**config.mk**
```make
export PLATFORM = sky130hd
export DESIGN_NAME = odac_host
export DESIGN_NICKNAME = d
export VERILOG_FILES = /design/src/odac_pkg.sv /design/src/odac_shadow_mem.sv /design/src/odac_host.sv
export SDC_FILE = /design/constraint.sdc
export NUM_CORES = 1
export LEC_CHECK = 0
export ABC_AREA = 0
export BUFFER_PORTS_ARGS = -buffer_cell sky130_fd_sc_hd__buf_4
export CORE_ASPECT_RATIO = 1.5
export CORE_UTILIZATION = 52
export CTS_CLUSTER_SIZE = 24
export DETAILED_ROUTE_END_ITERATION = 8
export GPL_ROUTABILITY_DRIVEN = 0
export PLACE_DENSITY = 0.86
export SLEW_MARGIN = 20
export SYNTH_ARGS = -nofsm -noshare
export SYNTH_HDL_FRONTEND = slang
export SYNTH_HIERARCHICAL = 1
export SYNTH_SLANG_ARGS = --single-unit
```
**constraint.sdc**
```tcl
create_clock -name clk_sys -period 2.99 [get_ports clk_sys]
set_clock_uncertainty 0.2 [all_clocks]
set_input_delay 0.598 -clock clk_sys [delete_from_list [all_inputs] [get_ports clk_sys]]
set_output_delay 0.598 -clock clk_sys [all_outputs]
set_load 0.02 [all_outputs]
```
**src/odac_pkg.sv**
```systemverilog
// Package for the octal converter host controller: widths, codes, timing counts.
// Assumes a 200 MHz system clock.
package odac_pkg;
  localparam int unsigned CODE_W = 13;
  localparam int unsigned SEL_W = 3;
  localparam int unsigned NUM_CH = 8;
  localparam logic [CODE_W-1:0] CODE_OFFSET = 13'h1000;
  localparam logic [CODE_W-1:0] CODE_MIN = 13'h0000;
  localparam logic [CODE_W-1:0] CODE_MAX = 13'h1fff;
  localparam int unsigned CLK_PERIOD_PS = 5000;
  localparam int unsigned LOAD_GAP_PS = 50000;
  localparam int unsigned LOAD_GAP_CYC =
    (LOAD_GAP_PS + CLK_PERIOD_PS - 1) / CLK_PERIOD_PS;
  localparam int unsigned SETUP_CYC = 2;
  localparam int unsigned STROBE_CYC = 4;
  localparam int unsigned HOLD_CYC = 2;
  localparam int unsigned LOAD_CYC = 4;
  localparam int unsigned CNT_W = 8;
  localparam logic [CNT_W-1:0] LOAD_GAP_CNT = CNT_W'(LOAD_GAP_CYC);
  localparam logic [CNT_W-1:0] SETUP_CNT = CNT_W'(SETUP_CYC);
  localparam logic [CNT_W-1:0] STROBE_CNT = CNT_W'(STROBE_CYC);
  localparam logic [CNT_W-1:0] HOLD_CNT = CNT_W'(HOLD_CYC);
  localparam logic [CNT_W-1:0] LOAD_CNT = CNT_W'(LOAD_CYC);
  localparam logic [CNT_W-1:0] CNT_ONE = 8'h01;
  localparam logic [CNT_W-1:0] CNT_ZERO = 8'h00;

  typedef enum logic [2:0] {
    ODAC_IDLE,
    ODAC_SETUP,
    ODAC_STROBE,
    ODAC_HOLD,
    ODAC_GAP,
    ODAC_LOAD
  } odac_state_e;

  // Signed two's-complement to offset binary
  function automatic logic [CODE_W-1:0] odac_to_offset(input logic [CODE_W-1:0] v,
                                                       input logic is_signed);
    odac_to_offset = is_signed ? CODE_W'(v + CODE_OFFSET) : v;
  endfunction : odac_to_offset
endpackage : odac_pkg

```
**src/odac_shadow_mem.sv**
```systemverilog
// Shadow memory of the last code written to each channel.
// Assumes one write port and a registered read port on clk_sys.
`timescale 1ns/100ps
module odac_shadow_mem
  import odac_pkg::*;
(
  input wire logic clk_sys,
  input wire logic wr_en,
  input wire logic [SEL_W-1:0] wr_addr,
  input wire logic [CODE_W-1:0] wr_data,
  input wire logic [SEL_W-1:0] rd_addr,
  output logic [CODE_W-1:0] rd_data
);
  logic [CODE_W-1:0] mem_q [NUM_CH];

  always_ff @(posedge clk_sys) begin
    if (wr_en) begin
      mem_q[wr_addr] <= wr_data;
    end
    rd_data <= mem_q[rd_addr];
  end
endmodule : odac_shadow_mem

```
**src/odac_host.sv**
```systemverilog
// Host controller driving the octal converter's parallel write bus.
// Assumes all inputs synchronous to clk_sys; pins go straight to the device.
`timescale 1ns/100ps
////////////////////////////////////////////////////////////////////////////////
// Overview of operation
// - Host sends offset binary, adds 4096 to signed codes
// - Load strobe falls only with stable data
// - Load falls 60ns after chip select rises
// - Hold logic outputs low until supplies ready
// - Select stable while select and write low
module odac_host
  import odac_pkg::*;
(
  input wire logic clk_sys,
  input wire logic nrst,
  input wire logic supply_ok,
  input wire logic wr_valid,
  output logic wr_ready,
  input wire logic [SEL_W-1:0] wr_chan,
  input wire logic [CODE_W-1:0] wr_code,
  input wire logic wr_signed,
  input wire logic wr_load,
  input wire logic direct_mode,
  input wire logic clear_req,
  input wire logic [SEL_W-1:0] rb_chan,
  output logic [CODE_W-1:0] rb_code,
  output logic [CODE_W-1:0] code_bus,
  output logic chan_sel_0,
  output logic chan_sel_1,
  output logic chan_sel_2,
  output logic chip_sel_n,
  output logic write_n,
  output logic load_strobe_n,
  output logic async_clear_n,
  output logic busy
);
  ////////////////////////////////////////////////////////////////////////////
  odac_state_e state_q, state_d;
  logic [CNT_W-1:0] cnt_q, cnt_d;
  logic [CODE_W-1:0] code_q;
  logic [SEL_W-1:0] sel_q;
  logic load_q, direct_q;
  logic cs_n_q, wr_n_q, ld_n_q, clr_n_q;
  logic [CODE_W-1:0] conv_code;
  logic accept, cnt_done, shadow_we;

  assign conv_code = odac_to_offset(wr_code, wr_signed);
  assign wr_ready = (state_q == ODAC_IDLE) && supply_ok;
  assign accept = wr_valid && wr_ready;
  assign cnt_done = (cnt_q == CNT_ONE);
  assign shadow_we = accept;
  assign busy = (state_q != ODAC_IDLE);

  ////////////////////////////////////////////////////////////////////////////
  // Sequencer
  always_comb begin
    state_d = state_q;
    cnt_d = (cnt_q == CNT_ZERO) ? CNT_ZERO : cnt_q - CNT_ONE;
    case (state_q)
      ODAC_IDLE: begin
        if (accept) begin
          state_d = ODAC_SETUP;
          cnt_d = SETUP_CNT;
        end
      end
      ODAC_SETUP: begin
        if (cnt_done) begin
          state_d = ODAC_STROBE;
          cnt_d = STROBE_CNT;
        end
      end
      ODAC_STROBE: begin
        if (cnt_done) begin
          state_d = ODAC_HOLD;
          cnt_d = HOLD_CNT;
        end
      end
      ODAC_HOLD: begin
        if (cnt_done) begin
          state_d = load_q ? ODAC_GAP : ODAC_IDLE;
          cnt_d = LOAD_GAP_CNT;
        end
      end
      ODAC_GAP: begin
        if (cnt_done) begin
          state_d = ODAC_LOAD;
          cnt_d = LOAD_CNT;
        end
      end
      ODAC_LOAD: begin
        if (cnt_done) begin
          state_d = ODAC_IDLE;
        end
      end
      default: begin
        state_d = ODAC_IDLE;
        cnt_d = CNT_ZERO;
      end
    endcase
  end

  always_ff @(posedge clk_sys) begin
    if (!nrst) begin
      state_q <= ODAC_IDLE;
      cnt_q <= CNT_ZERO;
    end else begin
      state_q <= state_d;
      cnt_q <= cnt_d;
    end
  end

  // Captured request; channel and data stay fixed until idle again
  always_ff @(posedge clk_sys) begin
    if (!nrst) begin
      code_q <= CODE_MIN;
      sel_q <= '0;
      load_q <= 1'b0;
      direct_q <= 1'b0;
    end else if (accept) begin
      code_q <= conv_code;
      sel_q <= wr_chan;
      load_q <= wr_load | direct_mode;
      direct_q <= direct_mode;
    end
  end

  ////////////////////////////////////////////////////////////////////////////
  // Pin drivers; all low-active controls held low until supplies are up
  always_ff @(posedge clk_sys) begin
    if (!nrst) begin
      cs_n_q <= 1'b0;
      wr_n_q <= 1'b0;
      ld_n_q <= 1'b0;
      clr_n_q <= 1'b0;
    end else if (!supply_ok) begin
      cs_n_q <= 1'b0;
      wr_n_q <= 1'b0;
      ld_n_q <= 1'b0;
      clr_n_q <= 1'b0;
    end else begin
      cs_n_q <= !(state_d == ODAC_STROBE);
      wr_n_q <= !(state_d == ODAC_STROBE);
      ld_n_q <= !((state_d == ODAC_LOAD) ||
                  (direct_q && state_d == ODAC_STROBE));
      clr_n_q <= !clear_req;
    end
  end

  assign code_bus = (supply_ok && busy) ? code_q : CODE_MIN;
  assign chan_sel_0 = supply_ok & sel_q[0];
  assign chan_sel_1 = supply_ok & sel_q[1];
  assign chan_sel_2 = supply_ok & sel_q[2];
  assign chip_sel_n = cs_n_q;
  assign write_n = wr_n_q;
  assign load_strobe_n = ld_n_q;
  assign async_clear_n = clr_n_q;

  odac_shadow_mem u_shadow (
    .clk_sys(clk_sys),
    .wr_en(shadow_we),
    .wr_addr(wr_chan),
    .wr_data(conv_code),
    .rd_addr(rb_chan),
    .rd_data(rb_code)
  );
endmodule : odac_host

```
Word-level counts from Yosys, hierarchy flattened
Memory sizes are Yosys's and may differ from the RTL's. A register that Yosys moved wholly into a read port is not among the register bits. Cells that the tools add are included.

Logic and storage cells: 55. Register bits: 32. Bits in writable memories: 104. Memories: 1.

Memory list: u_shadow.mem_q (depth 8, bits a word 13, read ports 1, clocked after memory_dff 1, write ports 1, RTL line odac_shadow_mem.sv:14) `logic [CODE_W-1:0] mem_q [NUM_CH];`.

Multiplexer cells: 18. Reductions and logical operators: 13. Bitwise logic cells: 4. Eq/ne operators: 8. Add/sub/neg operators: 2.

Operators with widths (number): 2-to-1 mux 8 bit (5); one-hot mux 8 bit (5 select lines) (1); 2-to-1 mux 13 bit (2); 2-to-1 mux 3 bit (7); one-hot mux 3 bit (6 select lines) (1); adder 13 bit (second input constant) (1); equality test 3 x 2 -> 1 bit (second input constant) (3); equality test 3 bit (second input constant) (3); equality test 8 x 1 -> 1 bit (second input constant) (1); zero test 8 bit (1); subtractor 8 x 1 -> 8 bit (second input constant) (1); logical AND 1 bit (4); AND 1 bit (3); equality test 3 x 1 -> 1 bit (second input constant) (1); zero test 1 bit (3); zero test 3 bit (1); nonzero test 3 bit (1); 2-to-1 mux 1 bit (2); AND reduction 2 bit (1); OR reduction 2 bit (1); logical OR 1 bit (1); OR 1 bit (1).

Depth between registers and ports, before layout
Gate-level depths: netlist of run 1.

Depth after elaboration: 9. Depth in mapped cells: 7. Mapped depth without buffers: 6.

Hierarchy
Netlist of run 1, hierarchy kept.

By module, submodules not included: odac_shadow_mem (area each 4315.4 um2, instances 1, cells each 176, seq. area each 3383.2 um2); odac_host (area each 1571.5 um2, instances 1, cells each 194, seq. area each 640.6 um2).

Least setup slack after synthesis of run 1
No wires, ideal clock.

Kind: flip-flop to flip-flop. From: reg state_q[0]. To: mem u_shadow.mem_q[0][0], enable pin. Data required time: 2.390 ns. Path slack: 0.219 ns. Arrival time: 2.172 ns. Cell stages (with the launch flop): 8. Library setup time: 0.400 ns. Clock period less this slack: 2.771 ns. Cell sequence: dfxtp_1 > buf_2 > nor3_1 > nand3_1 > inv_1 > buf_2 > nand2b_1 > nor3_1.

Cells in the longest elaborated chain, start to end: 5.

RTL lines: start: declaration (RTL line odac_host.sv:38) `odac_state_e state_q, state_d;`; start signal: assignment (RTL line odac_host.sv:107) `state_q <= state_d;`; zero test 3 bit (RTL line odac_host.sv:48) `assign wr_ready = (state_q == ODAC_IDLE) && supply_ok;`; logical AND 1 bit (RTL line odac_host.sv:48); logical AND 1 bit (RTL line odac_host.sv:49) `assign accept = wr_valid && wr_ready;`; named net accept (RTL line odac_host.sv:45) `logic accept, cnt_done, shadow_we;`; 2-to-1 mux 1 bit (RTL line odac_shadow_mem.sv:17) `if (wr_en) begin`; 2-to-1 mux 1 bit (implied by the code) (RTL line odac_shadow_mem.sv:18) `mem_q[wr_addr] <= wr_data;`; end: declaration (RTL line odac_shadow_mem.sv:14).

The timed path passes the listed nets, and every way through them passes these cells.

Worst setup path after layout of run 1
From: reg state_q[1]. To: out code_bus[7].

Cells in the longest elaborated chain, start to end: 3.

RTL lines: nonzero test 3 bit (RTL line odac_host.sv:52) `assign busy = (state_q != ODAC_IDLE);`; logical AND 1 bit (RTL line odac_host.sv:149) `assign code_bus = (supply_ok && busy) ? code_q : CODE_MIN;`; 2-to-1 mux 13 bit (RTL line odac_host.sv:149); end: declaration (RTL line odac_host.sv:27) `output logic [CODE_W-1:0] code_bus,`.

Every way passes these cells.

==> results of run 1 <==
-- layer usage --
| layer | vias to the layer above | GRT usage (%) | share of wire [%] |
|---|---|---|---|
| met5 | - | 0 | 0 |
| met4 | 0 | 11.6 | 3.2 |
| met3 | 31 | 5.32 | 5.4 |
| met2 | 131 | 36.9 | 54 |
| met1 | 1681 | 24.9 | 38 |
| li1 | 1555 | - | - |
-- where the power goes --
group / total (mW) / internal [mW] / switching [mW]
logic: 0.758 / 0.325 / 0.432
clock network: 2.10 / 1.30 / 0.798
registers: 2.39 / 2.31 / 0.0862
-- synth_stat cells, types with 2 or more instances --
cell	number	area share (%)
sky130_fd_sc_hd__edfxtp_1	104	53
sky130_fd_sc_hd__dfxtp_1	45	15
sky130_fd_sc_hd__nand2_1	42	2.7
sky130_fd_sc_hd__mux4_1	24	11
sky130_fd_sc_hd__nor2_1	20	1.3
sky130_fd_sc_hd__and2_1	18	1.9
sky130_fd_sc_hd__a21boi_0	16	2.0
sky130_fd_sc_hd__mux2_2	13	2.5
sky130_fd_sc_hd__a21oi_1	9	0.77
sky130_fd_sc_hd__nor3_1	8	0.68
sky130_fd_sc_hd__inv_1	7	0.45
sky130_fd_sc_hd__buf_2	6	0.51
sky130_fd_sc_hd__clkbuf_1	6	0.38
sky130_fd_sc_hd__buf_6	4	0.77
sky130_fd_sc_hd__nand3_1	4	0.34
sky130_fd_sc_hd__mux2i_1	3	0.51
sky130_fd_sc_hd__nand2b_1	3	0.32
sky130_fd_sc_hd__nand4_1	3	0.32
sky130_fd_sc_hd__nor2b_1	3	0.32
sky130_fd_sc_hd__nor3b_1	3	0.38
sky130_fd_sc_hd__ha_1	2	0.43
sky130_fd_sc_hd__mux4_2	2	0.77
sky130_fd_sc_hd__or4_1	2	0.25
sky130_fd_sc_hd__xnor2_1	2	0.30
sky130_fd_sc_hd__xor2_1	2	0.30
-- layout make-up --
type                       count  share of cell area, %
clock buffer                  17                   6.00
sequential                   149                   56.8
tap                          147                   2.60
clock inverter                15                   2.30
multi-input combinational    196                   24.4
inverter                       7                  0.371
timing repair buffer          71                   7.52
-- how the worst min path moves through the flow --
stage / from / endpoint / slack, ns / cells past startpoint
2_1_floorplan: direct_q / load_strobe_n / 0.22 / 1
3_3_place_gp: direct_q / load_strobe_n / 0.25 / 1
3_5_place_dp: direct_q / load_strobe_n / 0.25 / 1
4_1_cts: clear_req / async_clear_n / 0.11 / 2
5_1_grt: clear_req / async_clear_n / 0.12 / 2
6_report: clear_req / async_clear_n / 0.13 / 2
-- through the flow --
stage	instance area [um^2]	worst slack (ns)
after global placement	6490	0.365
after detailed placement	6490	0.296
final	7090	0.213
after global routing	7090	0.0694
after floorplan	5890	0.219
after CTS	7090	0.180
-- logic make-up after synthesis --
kind of cell | count (synthesis) | share of synthesized area, %
AO/OA/AOI/OAI | 35 | 4.23
XOR/XNOR | 4 | 0.595
adder cells (fa/ha/maj) | 2 | 0.425
buffers and inverters | 25 | 2.30
flip-flops | 149 | 68.4
multiplexers | 42 | 14.5
AND/OR/NAND/NOR | 113 | 9.63
-- cell usage in the layout, fill, tap and decap left out, drive strengths merged, types with 4 or more instances in the layout --
| master | synthesis | final |
|---|---|---|
| nor3 | 8 | 8 |
| mux2 | 13 | 13 |
| nand4 | 4 | 4 |
| dfxtp | 45 | 45 |
| clkinv | 0 | 9 |
| and2 | 18 | 18 |
| inv | 7 | 8 |
| edfxtp | 104 | 104 |
| nor2 | 20 | 20 |
| nand3 | 4 | 4 |
| nand2 | 42 | 42 |
| mux4 | 26 | 26 |
| clkbuf | 6 | 17 |
| a21boi | 17 | 17 |
| buf | 12 | 71 |
| a21oi | 9 | 9 |
-- registers in the layout, indices dropped and copies added, names as in the netlist --
name / cells
cnt_q: 8
sel_q: 3
state_q: 3
load_q: 1
async_clear_n: 1
code_q: 13
u_shadow/rd_data: 13
direct_q: 1
load_strobe_n: 1
u_shadow/mem_q: 104
write_n: 1
-- repair_timing --
| item | 4_1_cts | 5_1_grt |
|---|---|---|
| gates resized for setup | 1 | 0 |
| setup endpoints to repair | 13 | 0 |
| setup buffers | 0 | 0 |
-- critical path, stage by stage, from the launching register on --
cell and delay [ns]:
sky130_fd_sc_hd__dfxtp_1 0.54, sky130_fd_sc_hd__nor3_1 0.16, sky130_fd_sc_hd__nor2b_2 0.49, sky130_fd_sc_hd__and2_1 0.22
sky130_fd_sc_hd__buf_4 0.14
==> impl_summary.txt, run 1 <==
----------------------------------------------------
[Die]
  Starting Density ... 53.2%
  Core ar. ... 11100 um^2
  Rows ... 47
  Overall die height ... 132 um
  Die area ... 11800 um^2
  Number of placed I/O pins ... 62
  Width of the chip ... 88.9 um

[Critical path]
  Worst EP arrival ... 1.98 ns
  Crit path capture type ... output port
  Critical path class ... reg2out
  Last element of the critical path ... code_bus[7]
  Reg2reg path depth ... 6
  Kind of start point of the critical path ... register
  Reg2reg start ... state_q[1]
  Worst flop-to-flop path endpoint ... u_shadow/mem_q[0][9]
  Register-to-Register Setup Slack ... 0.71 ns
  Crit path required time ... 2.19 ns
  Maximum fanout along the worst path ... 13
  Worst setup path startpoint ... state_q[1]

[Timing]
  Worst Max-Slew Pin Slew ... 0.562 ns
  Worst slew margin relative to its limit ... 62.3%
  Number of pins with negative max-slew slack in the final report ... 0
  Timing-limited maximum frequency ... 360 MHz
  Minimum hold slack ... 0.126 ns
  Final setup viols ... 0
  Crit share post-route ... 92.9%
  Final-layout setup total negative slack ... 0 ns
  Min Clock Period, post-route ... 2.78 ns
  Count of endpoints failing hold in the final timing report ... 0
  RSZ-0062 raised after global routing ... no

[Clock network]
  H-tree depth ... 4
  Clock input transition at the sequential cells of the worst setup and hold paths ... 0.06 ns
  Later-pin clock latency in the skew report ... 0.42 ns
  Number of clock sinks ... 149
  Number of CTS-inserted buffers ... 17
  TritonCTS clock tree ... built
  Buffers from clock root to sink, at most ... 2
  CTS Hold Buffers Added ... 0
  Root buffer selected by CTS ... sky130_fd_sc_hd__clkbuf_16

[Global routing]
  Pin count of the biggest net entering global routing ... 27
  Total global routing track utilization ... 21.8%
  Via count of the first global-routing pass ... 3394
  Wire length of the first global-routing pass ... 18.1 mm
  Final global-route overflow total ... 0
  Number of antenna violations at the first check in global routing ... 0

[Pwr]
  Worst-case vdd ir drop ... 0.000458 V
  Power per Cell Area ... 741 nW/um^2
  Total power ... 5.25 mW
  Leakage dissipation ... 2.62 nW

[Layout]
  Share of post-route cells with drive strength above 1 ... 26.8%
  Post-synthesis to final-layout area growth ... 20.4%
  Register area ... 4020 um^2
  Area used by multi-input combinational logic ... 1730 um^2
  Ant diodes ... 0
  Fill cell total of the finished layout ... 774
  NumNets Final ... 471
  Layout Utilization ... 64.1%
  Final standard cell count with taps included and fillers excluded ... 602

[Yosys]
  Main synth FF type ... sky130_fd_sc_hd__edfxtp_1
  Synthesized instance count ... 370
  Post-synthesis cell type count ... 44
  Ys async rst share ... 0%
  Yosys Warn Count ... 6
  Cell area after synthesis ... 5890 um^2
  FF+latch count, synth ... 149
  Sequential element share of the synthesized area ... 68.4%
  Total nets after synthesis ... 399
  Average instance area after synthesis ... 15.9 um^2
  Number of enable flip-flop cells after synthesis ... 104

[Routing]
  DR vias/cell ... 5.64
  Aggregate routed wire length ... 11.7 mm
  Vias after detailed routing ... 3398
  Average wire per cell in the routed design ... 19.4 um
  Detailed Route Iter0 Violations ... 224
  Post-route DRC ... 0
  First-pass iteration count of the detailed router ... 5
  Number of antenna-violating nets in the routed design ... 0

[Flow run]
  Maxcap violations ... 0

[Placed design]
  Count of port buffers added during placement ... 61
  Placed instance count ... 570
  Half-perimeter wire length of the detailed placement result ... 7.23 mm

[Run status]
  Run status ... complete, no violations

[Hold path]
  Hold WC Path Type ... in2reg

----------------------------------------------------
No activity file was read; power rests on OpenSTA's default activity.
==> run 2, diff against run 1 <==
Clock period 2.99 ns to 2.4 ns, I/O delays scaled along.
==> impl_summary.txt, run 2 (same netlist as run 1, synthesis figures left out) <==
----------------------------------------------------
[Global routing]
  Pin count of the biggest net entering global routing ... 27 (unchanged)
  Wire length of the first global-routing pass ... 18.1 mm (about the same)
  Via count of the first global-routing pass ... 3398 (was 3394)
  Total global routing track utilization ... 21.9% (was 21.8%)
  Number of antenna violations at the first check in global routing ... 0 (unchanged)
  Final global-route overflow total ... 0 (unchanged)

[Pwr]
  Total power ... 6.67 mW (was 5.25 mW)
  Leakage dissipation ... 2.68 nW (was 2.62 nW)
  Power per Cell Area ... 925 nW/um^2 (was 741 nW/um^2)
  Worst-case vdd ir drop ... 0.000472 V (was 0.000458 V)

[Timing]
  Crit share post-route ... 95.7%
  Worst Max-Slew Pin Slew ... 0.630 ns (was 0.562 ns)
  Minimum hold slack ... 0.0104 ns (was 0.126 ns)
  Count of endpoints failing hold in the final timing report ... 0 (unchanged)
  Final-layout setup total negative slack ... 0 ns (unchanged)
  Min Clock Period, post-route ... 2.30 ns
  Timing-limited maximum frequency ... 436 MHz
  Number of pins with negative max-slew slack in the final report ... 0 (unchanged)
  Final setup viols ... 0 (unchanged)
  Final setup margin ... 0.104 ns (was 0.213 ns)
  Worst slew margin relative to its limit ... 57.9% (was 62.3%)
  RSZ-0062 raised after global routing ... no (unchanged)

[Layout]
  Ant diodes ... 0 (unchanged)
  Share of post-route cells with drive strength above 1 ... 29.2% (was 26.8%)
  Fill cell total of the finished layout ... 756 (was 774)
  Register containing the most flip-flops in the final layout ... u_shadow/mem_q (unchanged)
  NumNets Final ... 478 (was 471)
  Most frequent standard cell in the layout excluding fill and tap cells ... sky130_fd_sc_hd__edfxtp_1 (unchanged)
  Final standard cell count with taps included and fillers excluded ... 609 (was 602)
  Commonest cells after routing, fill and taps aside ... sky130_fd_sc_hd__edfxtp_1, sky130_fd_sc_hd__buf_4, sky130_fd_sc_hd__dfxtp_1 (unchanged)
  Cell area after layout ... 7210 um^2 (was 7090 um^2)
  Post-synthesis to final-layout area growth ... 22.5% (was 20.4%)
  Layout Utilization ... 65.2% (was 64.1%)
  Registers with the highest flip-flop counts ... u_shadow/mem_q (104), code_q (13), u_shadow/rd_data (13) (unchanged)
  Flip-flop count of the largest register after layout ... 104 (unchanged)

[Routing]
  DR vias/cell ... 5.64 (about the same)
  Post-route DRC ... 0 (unchanged)
  Vias after detailed routing ... 3436 (was 3398)
  Number of antenna-violating nets in the routed design ... 0 (unchanged)
  First-pass iteration count of the detailed router ... 5 (unchanged)
  Aggregate routed wire length ... 11.8 mm (was 11.7 mm)
  Detailed Route Iter0 Violations ... 239 (was 224)
  Average wire per cell in the routed design ... 19.5 um (was 19.4 um)

[Die]
  Overall die height ... 132 um (unchanged)
  Number of placed I/O pins ... 62 (unchanged)
  Rows ... 47 (unchanged)
  Die area ... 11800 um^2 (unchanged)
  Width of the chip ... 88.9 um (unchanged)
  Starting Density ... 53.2% (unchanged)
  Core ar. ... 11100 um^2 (unchanged)

[Flow run]
  Maxcap violations ... 0 (unchanged)

[Placed design]
  Post-Place Cell Area ... 6560 um^2 (was 6490 um^2)
  Count of port buffers added during placement ... 61 (unchanged)
  Placed instance count ... 575 (was 570)
  Worst setup slack before clock tree synthesis ... -0.0492 ns (was 0.296 ns)
  Half-perimeter wire length of the detailed placement result ... 7.26 mm (was 7.23 mm)

[Clock network]
  H-tree depth ... 4 (unchanged)
  Number of CTS-inserted buffers ... 17 (unchanged)
  Later-pin clock latency in the skew report ... 0.42 ns (about the same)
  Buffers from clock root to sink, at most ... 2 (unchanged)
  TritonCTS clock tree ... built (unchanged)
  Root buffer selected by CTS ... sky130_fd_sc_hd__clkbuf_16 (unchanged)
  Clock input transition at the sequential cells of the worst setup and hold paths ... 0.06 ns (about the same)
  CTS Hold Buffers Added ... 0 (unchanged)
  Number of clock sinks ... 149 (unchanged)

[Critical path]
  Crit path capture type ... output port (unchanged)
  Critical path class ... reg2out (unchanged)
  Worst EP arrival ... 1.62 ns (was 1.98 ns)
  Maximum fanout along the worst path ... 7 (was 13)
  Kind of start point of the critical path ... register (unchanged)
  Crit path required time ... 1.72 ns (was 2.19 ns)

[Run status]
  Run status ... complete, no violations (unchanged)

[Hold path]
  Hold WC Path Type ... in2reg (unchanged)

----------------------------------------------------
==> run 2: worst paths after layout <==
path                            slack (ns)                   end  cells after the start        from
worst max register to register        0.28  u_shadow/mem_q[0][4]                      7  state_q[2]
worst max-delay path                  0.10           code_bus[2]                      5  state_q[2]
worst min-delay path                  0.01         async_clear_n                      2   clear_req
worst min register to register        0.26         load_strobe_n                      1    direct_q
==> run 2: cell type report <==
cell class	instances	area, um^2	area share, %
clock buffer	19	453	6.28
clock inverter	13	155	2.15
inverter	7	26.3	0.364
multi-input combinational	196	1760	24.4
sequential	149	4020	55.8
tap	147	184	2.55
timing repair buffer	78	611	8.47
==> run 2: power by group <==
part           internal (mW)  switching, mW
Combinational          0.428          0.572
Clock                   1.68           1.00
Sequential              2.87          0.109
==> run 2: critical path, stage by stage (launching register included) <==
cell and delay, ns:
sky130_fd_sc_hd__dfxtp_1 0.39, sky130_fd_sc_hd__nor3_4 0.27, sky130_fd_sc_hd__nor2b_4 0.07, sky130_fd_sc_hd__buf_4 0.15, sky130_fd_sc_hd__and2_1 0.15, sky130_fd_sc_hd__buf_4 0.15
==> run 2: timing repair <==
action	in CTS	in global routing
endpoints found under the setup margin	13	5
resized for setup	3	1
buffers inserted	0	2
==> run 2: metal layers <==
| layer | global-route usage, % | up-vias | part of all wire, % |
|---|---|---|---|
| li1 | - | 1572 | - |
| met3 | 5.89 | 36 | 5.1 |
| met4 | 10.9 | 0 | 3.3 |
| met5 | 0 | - | 0 |
| met2 | 36.9 | 148 | 54 |
| met1 | 25.3 | 1680 | 38 |
==> run 3, diff against run 2 <==
Settings changed: GPL_ROUTABILITY_DRIVEN 0 to not set, PLACE_DENSITY 0.86 to 0.82.
==> impl_summary.txt, run 3 (same netlist as run 1, synthesis figures left out) <==
----------------------------------------------------
[Run status]
  Run status ... complete, no violations (unchanged)

[Critical path]
  Reg2reg start ... state_q[2] (unchanged)
  Cell count along the critical path ... 5 (unchanged)
  Slowest cell on the critical path ... sky130_fd_sc_hd__dfxtp_1 (unchanged)
  Maximum fanout along the worst path ... 7 (unchanged)
  Reg2reg path depth ... 7 (unchanged)
  Crit path required time ... 1.72 ns (about the same)
  Crit path buffers/inverters ... 2 (unchanged)
  Kind of start point of the critical path ... register (unchanged)
  Critical path's most frequent cell ... sky130_fd_sc_hd__buf_4 (unchanged)
  Worst EP arrival ... 1.65 ns (was 1.62 ns)
  Chain of cells forming the critical path ... nor3_2 -> nor2b_4 -> buf_4 -> and2_1 -> buf_4 (was nor3_4 -> nor2b_4 -> buf_4 -> and2_1 -> buf_4)
  Critical path class ... reg2out (unchanged)
  Max incr delay on CP ... 0.38 ns (was 0.39 ns)
  Crit path capture type ... output port (unchanged)
  Register-to-Register Setup Slack ... 0.26 ns (was 0.28 ns)
  Worst flop-to-flop path endpoint ... u_shadow/mem_q[1][9] (was u_shadow/mem_q[0][4])
  Critical path's top delay family ... simple AND/OR/NAND/NOR gates (unchanged)

[Timing]
  Crit share post-route ... 97.2% (was 95.7%)
  Final setup margin ... 0.0669 ns (was 0.104 ns)
  Worst Max-Slew Pin Slew ... 0.619 ns (was 0.630 ns)
  Worst slew margin relative to its limit ... 58.6% (was 57.9%)
  Min Clock Period, post-route ... 2.33 ns (was 2.30 ns)
  Count of endpoints failing hold in the final timing report ... 0 (unchanged)
  Timing-limited maximum frequency ... 429 MHz (was 436 MHz)
  Final setup viols ... 0 (unchanged)
  Number of pins with negative max-slew slack in the final report ... 0 (unchanged)

[Pwr]
  Power per Cell Area ... 913 nW/um^2 (was 925 nW/um^2)
  Relative contribution of combinational cells to total power ... 15.1% (was 15.0%)
  Leakage dissipation ... 2.64 nW (was 2.68 nW)
  Internal Power ... 4.87 mW (was 4.99 mW)
  Switching Power ... 1.64 mW (was 1.68 mW)
  Proportion of power drawn by flip-flops and latches ... 45.7% (was 44.8%)
  Sw frac ... 25.2% (about the same)
  Worst-case vdd ir drop ... 0.000877 V (was 0.000472 V)
  Share of power burned in the clock network ... 39.2% (was 40.2%)

[Hold path]
  Hold depth ... 2 (unchanged)
  Hold WC Path Type ... in2reg (unchanged)
  Start point of the worst hold path ... clear_req (unchanged)
  Endpoint of the worst hold-timing path ... async_clear_n (unchanged)

[Clock network]
  Clock input transition at the sequential cells of the worst setup and hold paths ... 0.05 ns (was 0.06 ns)
  Number of clock sinks ... 149 (unchanged)
  Root buffer selected by CTS ... sky130_fd_sc_hd__clkbuf_16 (unchanged)
  Later-pin clock latency in the skew report ... 0.41 ns (was 0.42 ns)
  CTS Hold Buffers Added ... 0 (unchanged)
  Number of CTS-inserted buffers ... 17 (unchanged)
  TritonCTS clock tree ... built (unchanged)
  Buffers from clock root to sink, at most ... 2 (unchanged)
  H-tree depth ... 4 (unchanged)

[Layout]
  Flip-flop count of the largest register after layout ... 104 (unchanged)
  Post-synthesis to final-layout area growth ... 21.1% (was 22.5%)
  Share of post-route cells with drive strength above 1 ... 27.8% (was 29.2%)
  Fill cell total of the finished layout ... 776 (was 756)
  Layout Utilization ... 64.5% (was 65.2%)
  Register containing the most flip-flops in the final layout ... u_shadow/mem_q (unchanged)
  Most frequent standard cell in the layout excluding fill and tap cells ... sky130_fd_sc_hd__edfxtp_1 (unchanged)
  Ant diodes ... 0 (unchanged)
  Commonest cells after routing, fill and taps aside ... sky130_fd_sc_hd__edfxtp_1, sky130_fd_sc_hd__buf_4, sky130_fd_sc_hd__dfxtp_1 (unchanged)
  Registers with the highest flip-flop counts ... u_shadow/mem_q (104), code_q (13), u_shadow/rd_data (13) (unchanged)
  NumNets Final ... 476 (was 478)

[Placed design]
  Count of port buffers added during placement ... 61 (unchanged)
  Half-perimeter wire length of the detailed placement result ... 7.18 mm (was 7.26 mm)
  Routability congestion estimate ... 0.782
  Worst setup slack before clock tree synthesis ... -0.0345 ns (was -0.0492 ns)

[Global routing]
  Total global routing track utilization ... 21.6% (was 21.9%)
  Pin count of the biggest net entering global routing ... 27 (unchanged)
  Final global-route overflow total ... 0 (unchanged)
  Via count of the first global-routing pass ... 3462 (was 3398)
  Wire length of the first global-routing pass ... 18.1 mm (about the same)
  Number of antenna violations at the first check in global routing ... 0 (unchanged)

[Routing]
  Average wire per cell in the routed design ... 19.3 um (was 19.5 um)
  Vias after detailed routing ... 3406 (was 3436)
  First-pass iteration count of the detailed router ... 5 (unchanged)
  Detailed Route Iter0 Violations ... 262 (was 239)
  Aggregate routed wire length ... 11.7 mm (was 11.8 mm)
  Post-route DRC ... 0 (unchanged)
  Number of antenna-violating nets in the routed design ... 0 (unchanged)
  DR vias/cell ... 5.61 (was 5.64)

[Die]
  Rows ... 47 (unchanged)
  Width of the chip ... 88.9 um (unchanged)
  Starting Density ... 53.2% (unchanged)
  Number of placed I/O pins ... 62 (unchanged)
  Die area ... 11800 um^2 (unchanged)
  Overall die height ... 132 um (unchanged)
  Core ar. ... 11100 um^2 (unchanged)

[Flow run]
  Maxcap violations ... 0 (unchanged)

----------------------------------------------------
## run 3: cell types whose count changed in the layout (fill, tap and decap cells not counted), sizes merged
| cell | previous run | this run |
|---|---|---|
| clkinv | 6 | 4 |
| clkbuf | 19 | 23 |
| bufinv | 3 | 2 |
| inv | 8 | 7 |
| buf | 78 | 76 |
## run 3: worst max-delay path by stage
stage                     from              endpoint  slack [ns]
floorplan           state_q[0]  u_shadow/mem_q[2][0]       -0.03
global placement     supply_ok           code_bus[4]        0.02
detailed placement   supply_ok           code_bus[2]       -0.03
CTS                 state_q[2]           code_bus[2]        0.02
global route        state_q[2]          code_bus[11]      -0.007
finish              state_q[2]           code_bus[8]        0.07
## run 3: area by class of cell
| type | count | area, um^2 | area share [%] |
|---|---|---|---|
| flip-flops and latches | 149 | 4020 | 56.5 |
| multi-input cells | 196 | 1750 | 24.6 |
| repair buffers | 76 | 571 | 8.00 |
| clock buffers | 23 | 468 | 6.56 |
| well taps | 147 | 184 | 2.58 |
| clock inverters | 9 | 105 | 1.47 |
| inverters | 7 | 26.3 | 0.369 |
## run 3: per-stage QoR
stage          cell area (um^2)  hold WS [ns]  std cells  total power [mW]  setup TNS [ns]
6_report                   7130        0.0190        607              6.51               0
5_1_grt                    7130        0.0222        607              6.73         -0.0120
4_1_cts                    7110       0.00404        605              6.52               0
3_5_place_dp               6530         0.249        573              3.97          -0.115
3_3_place_gp               6530         0.249        573              3.92               0
2_1_floorplan              5900         0.225        370              3.70           -1.53
## run 3: power groups by stage
| stage | sequential (mW) | combinational [mW] | clock [mW] |
|---|---|---|---|
| 4_1_cts | 2.97 | 0.968 | 2.57 |
| 3_3_place_gp | 3.02 | 0.905 | 0 |
| 3_5_place_dp | 3.02 | 0.945 | 0 |
| 6_report | 2.98 | 0.981 | 2.55 |
| 2_1_floorplan | 3.02 | 0.680 | 0 |
| 5_1_grt | 2.99 | 1.06 | 2.68 |
## run 3: per-layer routing
| layer | vias up | part of all wire [%] | GRT usage, % |
|---|---|---|---|
| met4 | 0 | 1.3 | 8.78 |
| met5 | - | 0 | 0 |
| li1 | 1568 | - | - |
| met2 | 111 | 55 | 37.0 |
| met1 | 1713 | 39 | 25.6 |
| met3 | 14 | 4.4 | 5.32 |
## run 3: repair_timing
action / 4_1_cts / 5_1_grt
resized for setup: 2 / 1
setup buffers: 0 / 2
setup endpoints to repair: 13 / 19
cloned: 0 / 0
